===== config.mk =====
export PLATFORM = sky130hd
export DESIGN_NAME = asr_adc_sequencer
export DESIGN_NICKNAME = d
export VERILOG_FILES = /design/src/rtl/asr_pkg.sv /design/src/rtl/asr_adc_sequencer.sv
export VERILOG_INCLUDE_DIRS = /design/src /design/src/rtl
export SDC_FILE = /design/constraint.sdc
export NUM_CORES = 1
export LEC_CHECK = 0
export ABC_AREA = 1
export BUFFER_PORTS_ARGS = -buffer_cell sky130_fd_sc_hd__clkbuf_2
export CAP_MARGIN = 30
export CORE_UTILIZATION = 39
export CTS_CLUSTER_DIAMETER = 100
export DETAILED_ROUTE_END_ITERATION = 10
export SETUP_SLACK_MARGIN = 0.2
export SLEW_MARGIN = 20
export SYNTH_ARGS = -nofsm -noshare
export SYNTH_HDL_FRONTEND = slang
export SYNTH_SLANG_ARGS = --single-unit

===== constraint.sdc =====
create_clock -name pclk -period 3.4 [get_ports pclk]
set_input_delay 0.17 -clock pclk [delete_from_list [all_inputs] [get_ports pclk]]
set_output_delay 0.17 -clock pclk [all_outputs]
set_load 0.05 [all_outputs]

===== src/rtl/asr_cfg.svh =====
// Register indices, field positions, reset values and counts for the converter sequencer
`ifndef ASR_CFG_SVH
`define ASR_CFG_SVH

`define ASR_IDX_FILTER 10'h094
`define ASR_IDX_ACC 10'h096
`define ASR_IDX_CNT 10'h099
`define ASR_IDX_RPT 10'h09a
`define ASR_IDX_RES 10'h09d
`define ASR_IDX_PCH 10'h09f
`define ASR_IDX_ACQ 10'h10c
`define ASR_IDX_CAP 10'h10e
`define ASR_IDX_PRE 10'h10f
`define ASR_IDX_CTRL 10'h110
`define ASR_IDX_STAT 10'h111

`define ASR_CTRL_MODE 2:0
`define ASR_CTRL_CLEAR 3
`define ASR_CTRL_SHIFT 6:4
`define ASR_CTRL_JUSTIFY 7
`define ASR_CTRL_REF 9:8
`define ASR_CTRL_CLKSEL 15:10
`define ASR_CTRL_GO 16
`define ASR_STAT_THR 4

`define ASR_MODE_BASIC 3'h0
`define ASR_MODE_ACCUM 3'h1
`define ASR_MODE_AVG 3'h2
`define ASR_MODE_BURST 3'h3
`define ASR_MODE_LPF 3'h4

`define ASR_REF_SUPPLY 2'h0
`define ASR_REF_PIN 2'h2
`define ASR_REF_FIXED 2'h3

`define ASR_ACQ_DEFAULT 14'h2000
`define ASR_CNT_MAX 8'hff

`endif


===== src/rtl/asr_pkg.sv =====
// Types shared by the converter sequencer
package asr_pkg;
    typedef enum logic [2:0] {
        ST_IDLE,
        ST_PRE,
        ST_ACQ,
        ST_CONV,
        ST_DONE
    } asr_state_e;
    typedef logic [2:0] asr_mode_t;
endpackage


===== src/rtl/asr_adc_sequencer.sv =====
// Converter sequencer, computation and result registers with APB slave
`timescale 1ns/10ps
`include "asr_cfg.svh"

// Summary of operation
// Reference code picks fixed, pin or supply
// Six-bit input channel select, reset zero
// Nonzero precharge lasts that many converter clocks
// Zero precharge setting skips precharge phase
// Nonzero acquisition lasts that many converter clocks
// Both settings zero omits acquisition phase
// Zero acquisition after precharge lasts 8192 clocks
// Extra capacitance setting drives sample capacitors
// Repeat counter counts converter triggers in the four modes other than basic
// Threshold check when counter reaches threshold
// Counter and result survive non-power-on resets
// Filter output is accumulator shifted right
// Low-pass mode outputs filter computation
// Right justify: high byte top four bits
// Left justify: low nibble zero
// Mode field selects five computation modes
// Clear command clears accumulator, overflow, counter
// Shift setting divides accumulated value
// Precharge, then acquisition, then conversion
module asr_adc_sequencer (
    // Clock and reset
    input wire logic pclk,
    input wire logic presetn,
    // APB slave
    input wire logic [11:0] paddr,
    input wire logic psel,
    input wire logic penable,
    input wire logic pwrite,
    input wire logic [31:0] pwdata,
    output logic [31:0] prdata,
    output logic pready,
    output logic pslverr,
    // Analog core
    output logic [1:0] upper_reference_select,
    output logic ref_to_fixed_voltage_reference,
    output logic ref_to_pin,
    output logic ref_to_supply,
    output logic [5:0] input_channel_select,
    output logic [4:0] extra_capacitance_setting,
    output logic precharge_active,
    output logic acquire_active,
    output logic conv_req,
    input wire logic conv_valid,
    input wire logic [11:0] conv_data
);

    logic [9:0] idx;
    logic addr_ok;
    logic wr;
    logic hit;
    logic [31:0] rd_data;

    logic [12:0] precharge_time;
    logic [12:0] acquisition_time;
    logic [7:0] repeat_threshold;
    logic [2:0] accumulator_shift;
    logic result_justify;
    logic accumulator_clear_command;
    logic [5:0] clk_sel;
    logic go;
    asr_pkg::asr_mode_t computation_mode;

    asr_pkg::asr_state_e state;
    logic [13:0] phase_cnt;
    logic [6:0] div;
    logic tick;
    logic [11:0] sample;
    logic done;

    logic [17:0] accumulator;
    logic overflow;
    logic thr_hit;
    logic [15:0] filter_output;
    logic [15:0] conversion_result;
    logic [7:0] repeat_counter;

    logic active_mode;
    logic low_pass_filter_mode;
    logic restart;
    logic [17:0] base_acc;
    logic [7:0] base_cnt;
    logic [18:0] next_sum;
    logic [7:0] next_cnt;

    // Bus decode
    assign idx = paddr[11:2];
    assign addr_ok = (paddr[1:0] == 2'h0);
    assign wr = psel && penable && pwrite && hit;
    assign pready = 1'b1;

    always_comb begin
        hit = addr_ok;
        rd_data = 32'h0;
        case (idx)
            `ASR_IDX_FILTER: rd_data = {16'h0, filter_output};
            `ASR_IDX_ACC: rd_data = {14'h0, accumulator};
            `ASR_IDX_CNT: rd_data = {24'h0, repeat_counter};
            `ASR_IDX_RPT: rd_data = {24'h0, repeat_threshold};
            `ASR_IDX_RES: rd_data = {16'h0, conversion_result};
            `ASR_IDX_PCH: rd_data = {26'h0, input_channel_select};
            `ASR_IDX_ACQ: rd_data = {19'h0, acquisition_time};
            `ASR_IDX_CAP: rd_data = {27'h0, extra_capacitance_setting};
            `ASR_IDX_PRE: rd_data = {19'h0, precharge_time};
            `ASR_IDX_CTRL: begin
                rd_data = {15'h0, go, clk_sel, upper_reference_select, result_justify,
                           accumulator_shift, accumulator_clear_command, computation_mode};
            end
            `ASR_IDX_STAT: begin
                rd_data = {27'h0, thr_hit, overflow, 3'(state)};
            end
            default: hit = 1'b0;
        endcase
    end

    // Read data and error are captured in the setup cycle
    always_ff @(posedge pclk or negedge presetn) begin
        if (!presetn) begin
            prdata <= 32'h0;
            pslverr <= 1'b0;
        end else if (psel && !penable) begin
            prdata <= hit ? rd_data : 32'h0;
            pslverr <= !hit;
        end
    end

    // Configuration registers
    always_ff @(posedge pclk or negedge presetn) begin
        if (!presetn) begin
            precharge_time <= 13'h0;
            acquisition_time <= 13'h0;
            repeat_threshold <= 8'h0;
            input_channel_select <= 6'h0;
            extra_capacitance_setting <= 5'h0;
            upper_reference_select <= `ASR_REF_SUPPLY;
            computation_mode <= `ASR_MODE_BASIC;
            accumulator_shift <= 3'h0;
            result_justify <= 1'b0;
            clk_sel <= 6'h0;
        end else if (wr) begin
            case (idx)
                `ASR_IDX_PRE: precharge_time <= pwdata[12:0];
                `ASR_IDX_ACQ: acquisition_time <= pwdata[12:0];
                `ASR_IDX_RPT: repeat_threshold <= pwdata[7:0];
                `ASR_IDX_PCH: input_channel_select <= pwdata[5:0];
                `ASR_IDX_CAP: extra_capacitance_setting <= pwdata[4:0];
                `ASR_IDX_CTRL: begin
                    upper_reference_select <= pwdata[`ASR_CTRL_REF];
                    computation_mode <= pwdata[`ASR_CTRL_MODE];
                    accumulator_shift <= pwdata[`ASR_CTRL_SHIFT];
                    result_justify <= pwdata[`ASR_CTRL_JUSTIFY];
                    clk_sel <= pwdata[`ASR_CTRL_CLKSEL];
                end
                default: begin
                end
            endcase
        end
    end

    // Start bit, cleared by hardware at the end of a conversion
    always_ff @(posedge pclk or negedge presetn) begin
        if (!presetn) begin
            go <= 1'b0;
        end else if (wr && idx == `ASR_IDX_CTRL) begin
            go <= pwdata[`ASR_CTRL_GO];
        end else if (done) begin
            go <= 1'b0;
        end
    end

    // Clear command, self-clearing after one cycle
    always_ff @(posedge pclk or negedge presetn) begin
        if (!presetn) begin
            accumulator_clear_command <= 1'b0;
        end else if (wr && idx == `ASR_IDX_CTRL) begin
            accumulator_clear_command <= pwdata[`ASR_CTRL_CLEAR];
        end else if (accumulator_clear_command) begin
            accumulator_clear_command <= 1'b0;
        end
    end

    // Reference routing
    always_ff @(posedge pclk or negedge presetn) begin
        if (!presetn) begin
            ref_to_fixed_voltage_reference <= 1'b0;
            ref_to_pin <= 1'b0;
            ref_to_supply <= 1'b1;
        end else begin
            ref_to_fixed_voltage_reference <= (upper_reference_select == `ASR_REF_FIXED);
            ref_to_pin <= (upper_reference_select == `ASR_REF_PIN);
            ref_to_supply <= (upper_reference_select == `ASR_REF_SUPPLY);
        end
    end

    // Converter clock divider: period of 2*(clk_sel+1) bus clocks
    assign tick = (state != asr_pkg::ST_IDLE) && (div == {clk_sel, 1'b1});

    always_ff @(posedge pclk or negedge presetn) begin
        if (!presetn) begin
            div <= 7'h0;
        end else if (state == asr_pkg::ST_IDLE || tick) begin
            div <= 7'h0;
        end else begin
            div <= div + 7'h1;
        end
    end

    // Conversion sequencer
    always_ff @(posedge pclk or negedge presetn) begin
        if (!presetn) begin
            state <= asr_pkg::ST_IDLE;
            phase_cnt <= 14'h0;
            sample <= 12'h0;
        end else begin
            case (state)
                asr_pkg::ST_IDLE: begin
                    if (go) begin
                        if (precharge_time != 13'h0) begin
                            state <= asr_pkg::ST_PRE;
                            phase_cnt <= {1'b0, precharge_time};
                        end else if (acquisition_time != 13'h0) begin
                            state <= asr_pkg::ST_ACQ;
                            phase_cnt <= {1'b0, acquisition_time};
                        end else begin
                            state <= asr_pkg::ST_CONV;
                        end
                    end
                end
                asr_pkg::ST_PRE: begin
                    if (tick && phase_cnt == 14'h1) begin
                        state <= asr_pkg::ST_ACQ;
                        if (acquisition_time == 13'h0) begin
                            phase_cnt <= `ASR_ACQ_DEFAULT;
                        end else begin
                            phase_cnt <= {1'b0, acquisition_time};
                        end
                    end else if (tick) begin
                        phase_cnt <= phase_cnt - 14'h1;
                    end
                end
                asr_pkg::ST_ACQ: begin
                    if (tick && phase_cnt == 14'h1) begin
                        state <= asr_pkg::ST_CONV;
                    end else if (tick) begin
                        phase_cnt <= phase_cnt - 14'h1;
                    end
                end
                asr_pkg::ST_CONV: begin
                    if (conv_valid) begin
                        state <= asr_pkg::ST_DONE;
                        sample <= conv_data;
                    end
                end
                asr_pkg::ST_DONE: begin
                    state <= asr_pkg::ST_IDLE;
                end
                default: state <= asr_pkg::ST_IDLE;
            endcase
        end
    end

    assign done = (state == asr_pkg::ST_DONE);
    assign precharge_active = (state == asr_pkg::ST_PRE);
    assign acquire_active = (state == asr_pkg::ST_ACQ);
    assign conv_req = (state == asr_pkg::ST_CONV);

    // Computation of the next accumulator and count
    assign active_mode = (computation_mode != `ASR_MODE_BASIC) && (computation_mode <= `ASR_MODE_LPF);
    assign low_pass_filter_mode = (computation_mode == `ASR_MODE_LPF);

    always_comb begin
        restart = ((computation_mode == `ASR_MODE_AVG) || (computation_mode == `ASR_MODE_BURST))
                  && (repeat_counter == repeat_threshold);
        base_acc = restart ? 18'h0 : accumulator;
        base_cnt = restart ? 8'h0 : repeat_counter;
        if (low_pass_filter_mode) begin
            next_sum = {1'b0, accumulator} - ({1'b0, accumulator} >> accumulator_shift)
                       + {7'h0, sample};
        end else begin
            next_sum = {1'b0, base_acc} + {7'h0, sample};
        end
        next_cnt = (base_cnt == `ASR_CNT_MAX) ? `ASR_CNT_MAX : base_cnt + 8'h1;
    end

    // Accumulator and overflow
    always_ff @(posedge pclk or negedge presetn) begin
        if (!presetn) begin
            accumulator <= 18'h0;
            overflow <= 1'b0;
        end else if (accumulator_clear_command) begin
            accumulator <= 18'h0;
            overflow <= 1'b0;
        end else if (done && active_mode) begin
            accumulator <= next_sum[17:0];
            overflow <= overflow | next_sum[18];
        end else if (wr && idx == `ASR_IDX_ACC) begin
            accumulator <= pwdata[17:0];
        end
    end

    // Filter output
    always_ff @(posedge pclk or negedge presetn) begin
        if (!presetn) begin
            filter_output <= 16'h0;
        end else if (done && active_mode) begin
            filter_output <= 16'(next_sum[17:0] >> accumulator_shift);
        end
    end

    // Threshold reached flag: set wins over write-one-to-clear
    always_ff @(posedge pclk or negedge presetn) begin
        if (!presetn) begin
            thr_hit <= 1'b0;
        end else if (done && active_mode && next_cnt == repeat_threshold) begin
            thr_hit <= 1'b1;
        end else if (wr && idx == `ASR_IDX_STAT && pwdata[`ASR_STAT_THR]) begin
            thr_hit <= 1'b0;
        end
    end

    // Result register, kept across bus resets
    always_ff @(posedge pclk) begin
        if (done) begin
            if (result_justify) begin
                conversion_result <= {4'h0, sample};
            end else begin
                conversion_result <= {sample, 4'h0};
            end
        end else if (wr && idx == `ASR_IDX_RES) begin
            conversion_result <= pwdata[15:0];
        end
    end

    // Repeat counter, kept across bus resets
    always_ff @(posedge pclk) begin
        if (accumulator_clear_command) begin
            repeat_counter <= 8'h0;
        end else if (done && active_mode) begin
            repeat_counter <= next_cnt;
        end else if (wr && idx == `ASR_IDX_CNT) begin
            repeat_counter <= pwdata[7:0];
        end
    end

endmodule


==> impl_metrics.env, run 1 <==
export IMPL_grt_util_met1_pct=39.19
export IMPL_placed_cell_area_sq_um=15430
export IMPL_synthesis_instances=1930
export IMPL_ys_types=61
export IMPL_rr_startpoint="accumulator_shift[0]"
export IMPL_cellLeakagePower_nw=8.283
export IMPL_antenna_found_initial=0
export IMPL_dp_hpwl_um=41130
export IMPL_antenna_cells=0
export IMPL_start_util_pct=39.67
export IMPL_p_comb_share_pct=6.9
export IMPL_design_area_sq_um=17280
export IMPL_syn_area_sq_um=13340
export IMPL_die_h_um=186.9
export IMPL_min_delay_path_class="input pin to register"
export IMPL_seqPwrFrac_pct=48.2
export IMPL_die_w_um=186.9
export IMPL_setup_viol=21
export IMPL_finalNonFillerCells=2623
export IMPL_peakVddDrop_v=0.0003247
export IMPL_wl_um=53320
export IMPL_power_density_nw_per_um2=262.8
export IMPL_max_stage_delay_ns=0.53
export IMPL_hp_start="conv_data[1]"
export IMPL_cts_root_buf="clkbuf_16"
export IMPL_synth_top_area_share_pct=29.09
export IMPL_grt_max_degree=74
export IMPL_fmax_mhz=280.1
export IMPL_io_buffers=85
export IMPL_synthTopCellsByArea="dfrtp_1, nand2_1, inv_1"
export IMPL_rsz0062_at_grt="true"
export IMPL_final_cell_mix="nand2_1, inv_1, buf_4"
export IMPL_ant_nets=0
export IMPL_ys_async_sr_fraction_pct=86.67
export IMPL_drcViolationCount=0
export IMPL_wl_per_cell_um=20.33
export IMPL_yosysWarnings=0
export IMPL_worst_slack_ns=-0.1702
export IMPL_ys_seq_elements=180
export IMPL_fin_crit_sh_pct=105.0
export IMPL_switching_share_pct=26.11
export IMPL_syn_to_final_growth_pct=29.56
export IMPL_rrSetupSlack_ns=-0.17
export IMPL_period_minus_slack_ns=3.570
export IMPL_grt_pass1_vias=13630
export IMPL_violations="hold timing, setup timing"
export IMPL_vias_per_cell=5.512
export IMPL_drt_iter0_drc=1290
export IMPL_top_usage_layer="met2"
export IMPL_path_cells="clkbuf_16 -> nand2_4 -> o21ai_2 -> buf_4 -> nand2_2 -> nand2_2 -> nand2_2 -> o21ai_2 -> fa_1 -> inv_2 -> ha_4 -> nand2_2 -> o21ai_2 -> buf_4 -> o21ai_1 -> buf_4 -> nand3_1 -> o21ai_1 -> buf_4 -> o211ai_1 -> a21boi_0"
export IMPL_ioPinCount=115
export IMPL_yosys_area_top_type="dfrtp_1"
export IMPL_gr_total_overflow=0
export IMPL_cts_num_sinks=180
export IMPL_synth_flop_cell="dfrtp_1"
export IMPL_clk_latency_ns=0.44
export IMPL_synth_edf_count=16
export IMPL_slowest_stage="fa_1"
export IMPL_power_frac_clock_pct=44.9
export IMPL_maxSlewViolCount=0
export IMPL_cts_buffers=17
export IMPL_rows=67
export IMPL_fin_setup_tns_ns=-1.882
export IMPL_final_hold_violation_count=1
export IMPL_power_internal_mw=3.355
export IMPL_crit_arrival_ns=3.89
export IMPL_net_switching_power_mw=1.186
export IMPL_seq_area_frac_synth_pct=34.09
export IMPL_path_delay_family="buffers and inverters"
export IMPL_critPathLaunchType="register"
export IMPL_clockBufferDepth=2
export IMPL_dr_pass1_iters=5
export IMPL_timing_worst_setup_path_type="register to register"
export IMPL_grt_usage_pct=30.09
export IMPL_status="finished, violations left"
export IMPL_path_clk_slew_ns=0.07
export IMPL_syn_avg_cell_area_sq_um=6.909
export IMPL_hold_slack_ns=-0.008339
export IMPL_grt_pass1_wl_um=80460
export IMPL_grt_met3_usage_pct=3.921
export IMPL_dp_cells=2567
export IMPL_dr_total_vias=14460
export IMPL_final_common_cell="nand2_1"
export IMPL_fin_nets=2279
export IMPL_drv_cap=0
export IMPL_drive_gt1_share_pct=25.66
export IMPL_core_area_sq_um=33620
export IMPL_worst_pin_slew_ns=0.9829
export IMPL_slew_headroom_pct=34.23
export IMPL_clock_skew_ns=0.008828
export IMPL_globalplace_congestion=0.9754
export IMPL_cp_max_fo=6
export IMPL_crit_path_end_kind="register"
export IMPL_cts_tree="done"
export IMPL_cp_required_ns=3.72
export IMPL_post_route_util_pct=51.40
export IMPL_h_tree_depth=4
export IMPL_crit_start="accumulator_shift[0]"
export IMPL_die_area_sq_um=34940
export IMPL_use_met2_pct=49.10
export IMPL_path_buf_inv=6
export IMPL_nFillCells=3301
[synth_stat cells (7+ instances only)]
| cell | n |
|---|---|
| or2_2 | 8 |
| xnor2_1 | 7 |
| edfxtp_1 | 16 |
| nor3_1 | 15 |
| o22ai_1 | 23 |
| o211ai_1 | 28 |
| fa_1 | 13 |
| ha_1 | 42 |
| dfxtp_1 | 8 |
| clkbuf_1 | 38 |
| o21ai_1 | 62 |
| nor2_1 | 116 |
| a221oi_1 | 12 |
| a31oi_1 | 8 |
| a21oi_1 | 59 |
| o21ai_0 | 188 |
| dfrtp_1 | 155 |
| nand4_1 | 24 |
| buf_1 | 8 |
| o2111ai_1 | 7 |
| buf_2 | 19 |
| xor2_1 | 16 |
| nand2_1 | 497 |
| inv_1 | 252 |
| buf_4 | 17 |
| nand3_1 | 188 |
[cell type report]
type	instances	area, sq um	area share (%)
clock buffer	21	471.7	2.730
timing repair buffer	283	2086	12.07
clock inverter	11	117.6	0.6807
multi-input combinational	1417	8498	49.19
sequential	180	4549	26.33
inverter	263	994.7	5.757
tap	448	560.5	3.244
[metal layers]
layer  vias up  share of wire (%)
met5         -                  0
met4         0                5.8
met3       135                6.1
met2       572                 46
met1      6862                 42
li1       6889                  -
[repair_timing]
| action | CTS | global route |
|---|---|---|
| setup buffers | 1 | 8 |
| setup endpoints to repair | 31 | 43 |
| resized for setup | 62 | 239 |
| pin swaps | 4 | 62 |
| hold buffers | 11 | 0 |
| endpoints found under the hold margin | 80 | 0 |
| cloned | 0 | 4 |
[logic make-up (layout without fill, tap and decap cells)]
group	count (synthesis)	count (layout)	synth area share [%]
simple gates	886	886	28.88
compound gates	433	433	18.73
buf+inv	346	578	10.47
flops	180	180	34.09
fa+ha+maj	55	55	5.892
xor+xnor	23	23	1.511
mux	5	5	0.3753
other cells	2	15	0.05632
[final timing paths]
check                      depth (start not counted)             endpoint
setup / recovery                                  21     filter_output[1]
setup reg to reg                                  21     filter_output[1]
max in group asynchronous                          3  repeat_threshold[5]
hold / removal                                     3            sample[1]
min in group asynchronous                          2         phase_cnt[6]
hold reg to reg                                    1        ref_to_supply
[power groups by stage]
stage,clock network (mW),logic [mW],registers (mW)
after floorplan,0,0.182,2.23
after global placement,0,0.300,2.23
after detailed placement,0,0.305,2.23
after CTS,2.04,0.316,2.19
after global routing,2.14,0.351,2.19
final,2.04,0.315,2.19
[sequential cells by signal, indices dropped and copies added, names as in the netlist, 2 cells and up]
register / count
accumulator: 18
accumulator_shift: 3
acquisition_time: 13
clk_sel: 6
computation_mode: 3
conversion_result: 16
div: 7
extra_capacitance_setting: 5
filter_output: 16
input_channel_select: 6
phase_cnt: 14
prdata: 18
precharge_time: 13
repeat_counter: 8
repeat_threshold: 8
sample: 12
state: 3
upper_reference_select: 2
[worst min-delay path, stage by stage]
cell	delay, ns
clkbuf_2	0.08
nand2_1	0.07
o21ai_0	0.07
[through the flow]
stage                     power, mW  hold slack [ns]  worst slack, ns
after global placement        2.531           0.2405          -0.2354
final                         4.541        -0.008339          -0.1702
after detailed placement      2.535           0.2410          -0.2850
after global routing          4.676          0.01501          -0.3253
after floorplan               2.408          -0.1256           0.1987
after CTS                     4.540        0.0003355          -0.1034
Note: power is estimated with default switching activity, not from simulation.
==> run 2, diff against run 1 <==
CORE_MARGIN = 2   (was unset)
RECOVER_POWER = 50   (was unset)
==> run 2 against run 1 <==
- the run ends with capacitance limit, slew limit, setup timing left
- flip-flop and latch count stayed put
- clock power hardly changed
- non-clock buffer count is 13 lower
- design area is 3.5% lower
- critical path type unchanged
- largest cell class unchanged
==> impl_metrics.env, run 2 (same netlist as run 1, synthesis figures left out) <==
export IMPL_hp_start="pwdata[16]"
export IMPL_start_util_pct=39.67
export IMPL_top_regs="accumulator x18, prdata x18"
export IMPL_dr_pass1_iters=6
export IMPL_dr_total_vias=14510
export IMPL_clock_skew_ns=0.01254
export IMPL_critPathLaunchType="register"
export IMPL_rsz0062_at_grt="true"
export IMPL_min_delay_path_class="input pin to register"
export IMPL_dp_hpwl_um=41230
export IMPL_cp_required_ns=3.79
export IMPL_power_density_nw_per_um2=270.3
export IMPL_drcViolationCount=0
export IMPL_crit_arrival_ns=3.94
export IMPL_die_h_um=188.9
export IMPL_fin_crit_sh_pct=104.4
export IMPL_peakVddDrop_v=0.0003659
export IMPL_cp_max_fo=14
export IMPL_slew_headroom_pct=-31.12
export IMPL_violations="capacitance limit, slew limit, setup timing"
export IMPL_final_cell_mix="nand2_1, inv_1, buf_4"
export IMPL_nFillCells=3412
export IMPL_cts_root_buf="clkbuf_16"
export IMPL_cts_num_sinks=180
export IMPL_drv_cap=1
export IMPL_final_hold_violation_count=0
export IMPL_globalplace_congestion=0.9955
export IMPL_drt_iter0_drc=1472
export IMPL_gr_total_overflow=0
export IMPL_wl_um=52760
export IMPL_worst_slack_ns=-0.1497
export IMPL_drive_gt1_share_pct=20.07
export IMPL_maxSlewViolCount=72
export IMPL_ioPinCount=115
export IMPL_vias_per_cell=5.558
export IMPL_status="finished, violations left"
export IMPL_grt_max_degree=72
export IMPL_grt_usage_pct=29.74
export IMPL_hold_slack_ns=0.05023
export IMPL_post_route_util_pct=49.60
export IMPL_rows=67
export IMPL_grt_pass1_wl_um=80920
export IMPL_die_w_um=188.9
export IMPL_worst_pin_slew_ns=1.967
export IMPL_antenna_found_initial=0
export IMPL_crit_path_end_kind="register"
export IMPL_design_area_sq_um=16670
export IMPL_period_minus_slack_ns=3.550
export IMPL_antenna_cells=0
export IMPL_rr_startpoint="accumulator_shift[0]"
export IMPL_clk_latency_ns=0.45
export IMPL_fmax_mhz=281.7
export IMPL_crit_start="accumulator_shift[0]"
export IMPL_placed_cell_area_sq_um=15340
export IMPL_fin_nets=2266
export IMPL_ant_nets=0
export IMPL_h_tree_depth=4
export IMPL_die_area_sq_um=35690
export IMPL_cellLeakagePower_nw=7.938
export IMPL_setup_viol=22
export IMPL_wl_per_cell_um=20.21
export IMPL_clockBufferDepth=2
export IMPL_path_clk_slew_ns=0.08
export IMPL_cts_buffers=17
export IMPL_core_area_sq_um=33620
export IMPL_cts_tree="done"
export IMPL_grt_pass1_vias=13650
export IMPL_syn_to_final_growth_pct=25.03
export IMPL_io_buffers=85
export IMPL_final_common_cell="nand2_1"
export IMPL_timing_worst_setup_path_type="register to register"
[run 2: layout make-up]
type	instances	area, sq um	share of cell area [%]
clock buffer	19	454.2	2.724
clock inverter	13	137.6	0.8255
inverter	263	993.5	5.958
multi-input combinational	1417	8123	48.72
sequential	180	4548	27.28
tap	448	560.5	3.362
timing repair buffer	270	1857	11.14
[run 2: worst max-delay path: stages (launching register included)]
cell	delay, ns
dfrtp_2	0.45
clkbuf_16	0.19
nand2_1	0.06
o21ai_0	0.09
o21ai_2	0.15
mux2i_1	0.12
fa_1	0.57
inv_2	0.08
ha_4	0.26
nand2_1	0.04
nand2_1	0.07
o21ai_2	0.08
o21ai_2	0.25
a21oi_1	0.09
o21ai_1	0.10
buf_4	0.15
nand3_1	0.10
o21ai_1	0.12
buf_4	0.15
nand2_1	0.04
nand2_1	0.07
nand2_1	0.06
nand2_2	0.08
nand2_1	0.05
nand2_1	0.07
[run 2: repair_timing]
action                     CTS  global route
pin swaps                   15            24
setup endpoints to repair   34            44
hold buffers                13             0
resized for setup           95           100
hold endpoints to repair    80             0
buffers inserted             4             4
gates cloned                 0             1
[run 2: per-layer routing]
layer	GRT usage (%)	wire length [um]
met1	39.40	22540
met4	12.77	2524
met5	0	0
met3	3.781	3162
met2	48.89	24530
[run 2: where the power goes]
group	switching, mW	internal (mW)	leakage (nW)	total, mW
clock	0.986	1.02	0.285	2.01
sequential	0.0137	2.17	2.25	2.19
combinational	0.228	0.0855	5.40	0.314
[run 2: final timing paths]
path	cells past startpoint	slack (ns)	end
max in group asynchronous	3	0.74	repeat_threshold[5]
setup reg to reg	24	-0.15	filter_output[3]
setup / recovery	24	-0.15	filter_output[3]
min in group asynchronous	2	0.78	phase_cnt[13]
hold / removal	3	0.05	go
hold reg to reg	1	0.47	ref_to_supply
[run 2: through the flow]
step | cells | setup slack, ns | total power [mW] | setup TNS (ns)
global route | 2610 | -0.3470 | 4.659 | -6.888
global placement | 2556 | -0.3867 | 2.528 | -7.222
floorplan | 1943 | 0.1987 | 2.408 | 0
detailed placement | 2556 | -0.4341 | 2.532 | -7.753
finish | 2610 | -0.1497 | 4.507 | -1.950
CTS | 2605 | -0.06785 | 4.527 | -0.5017
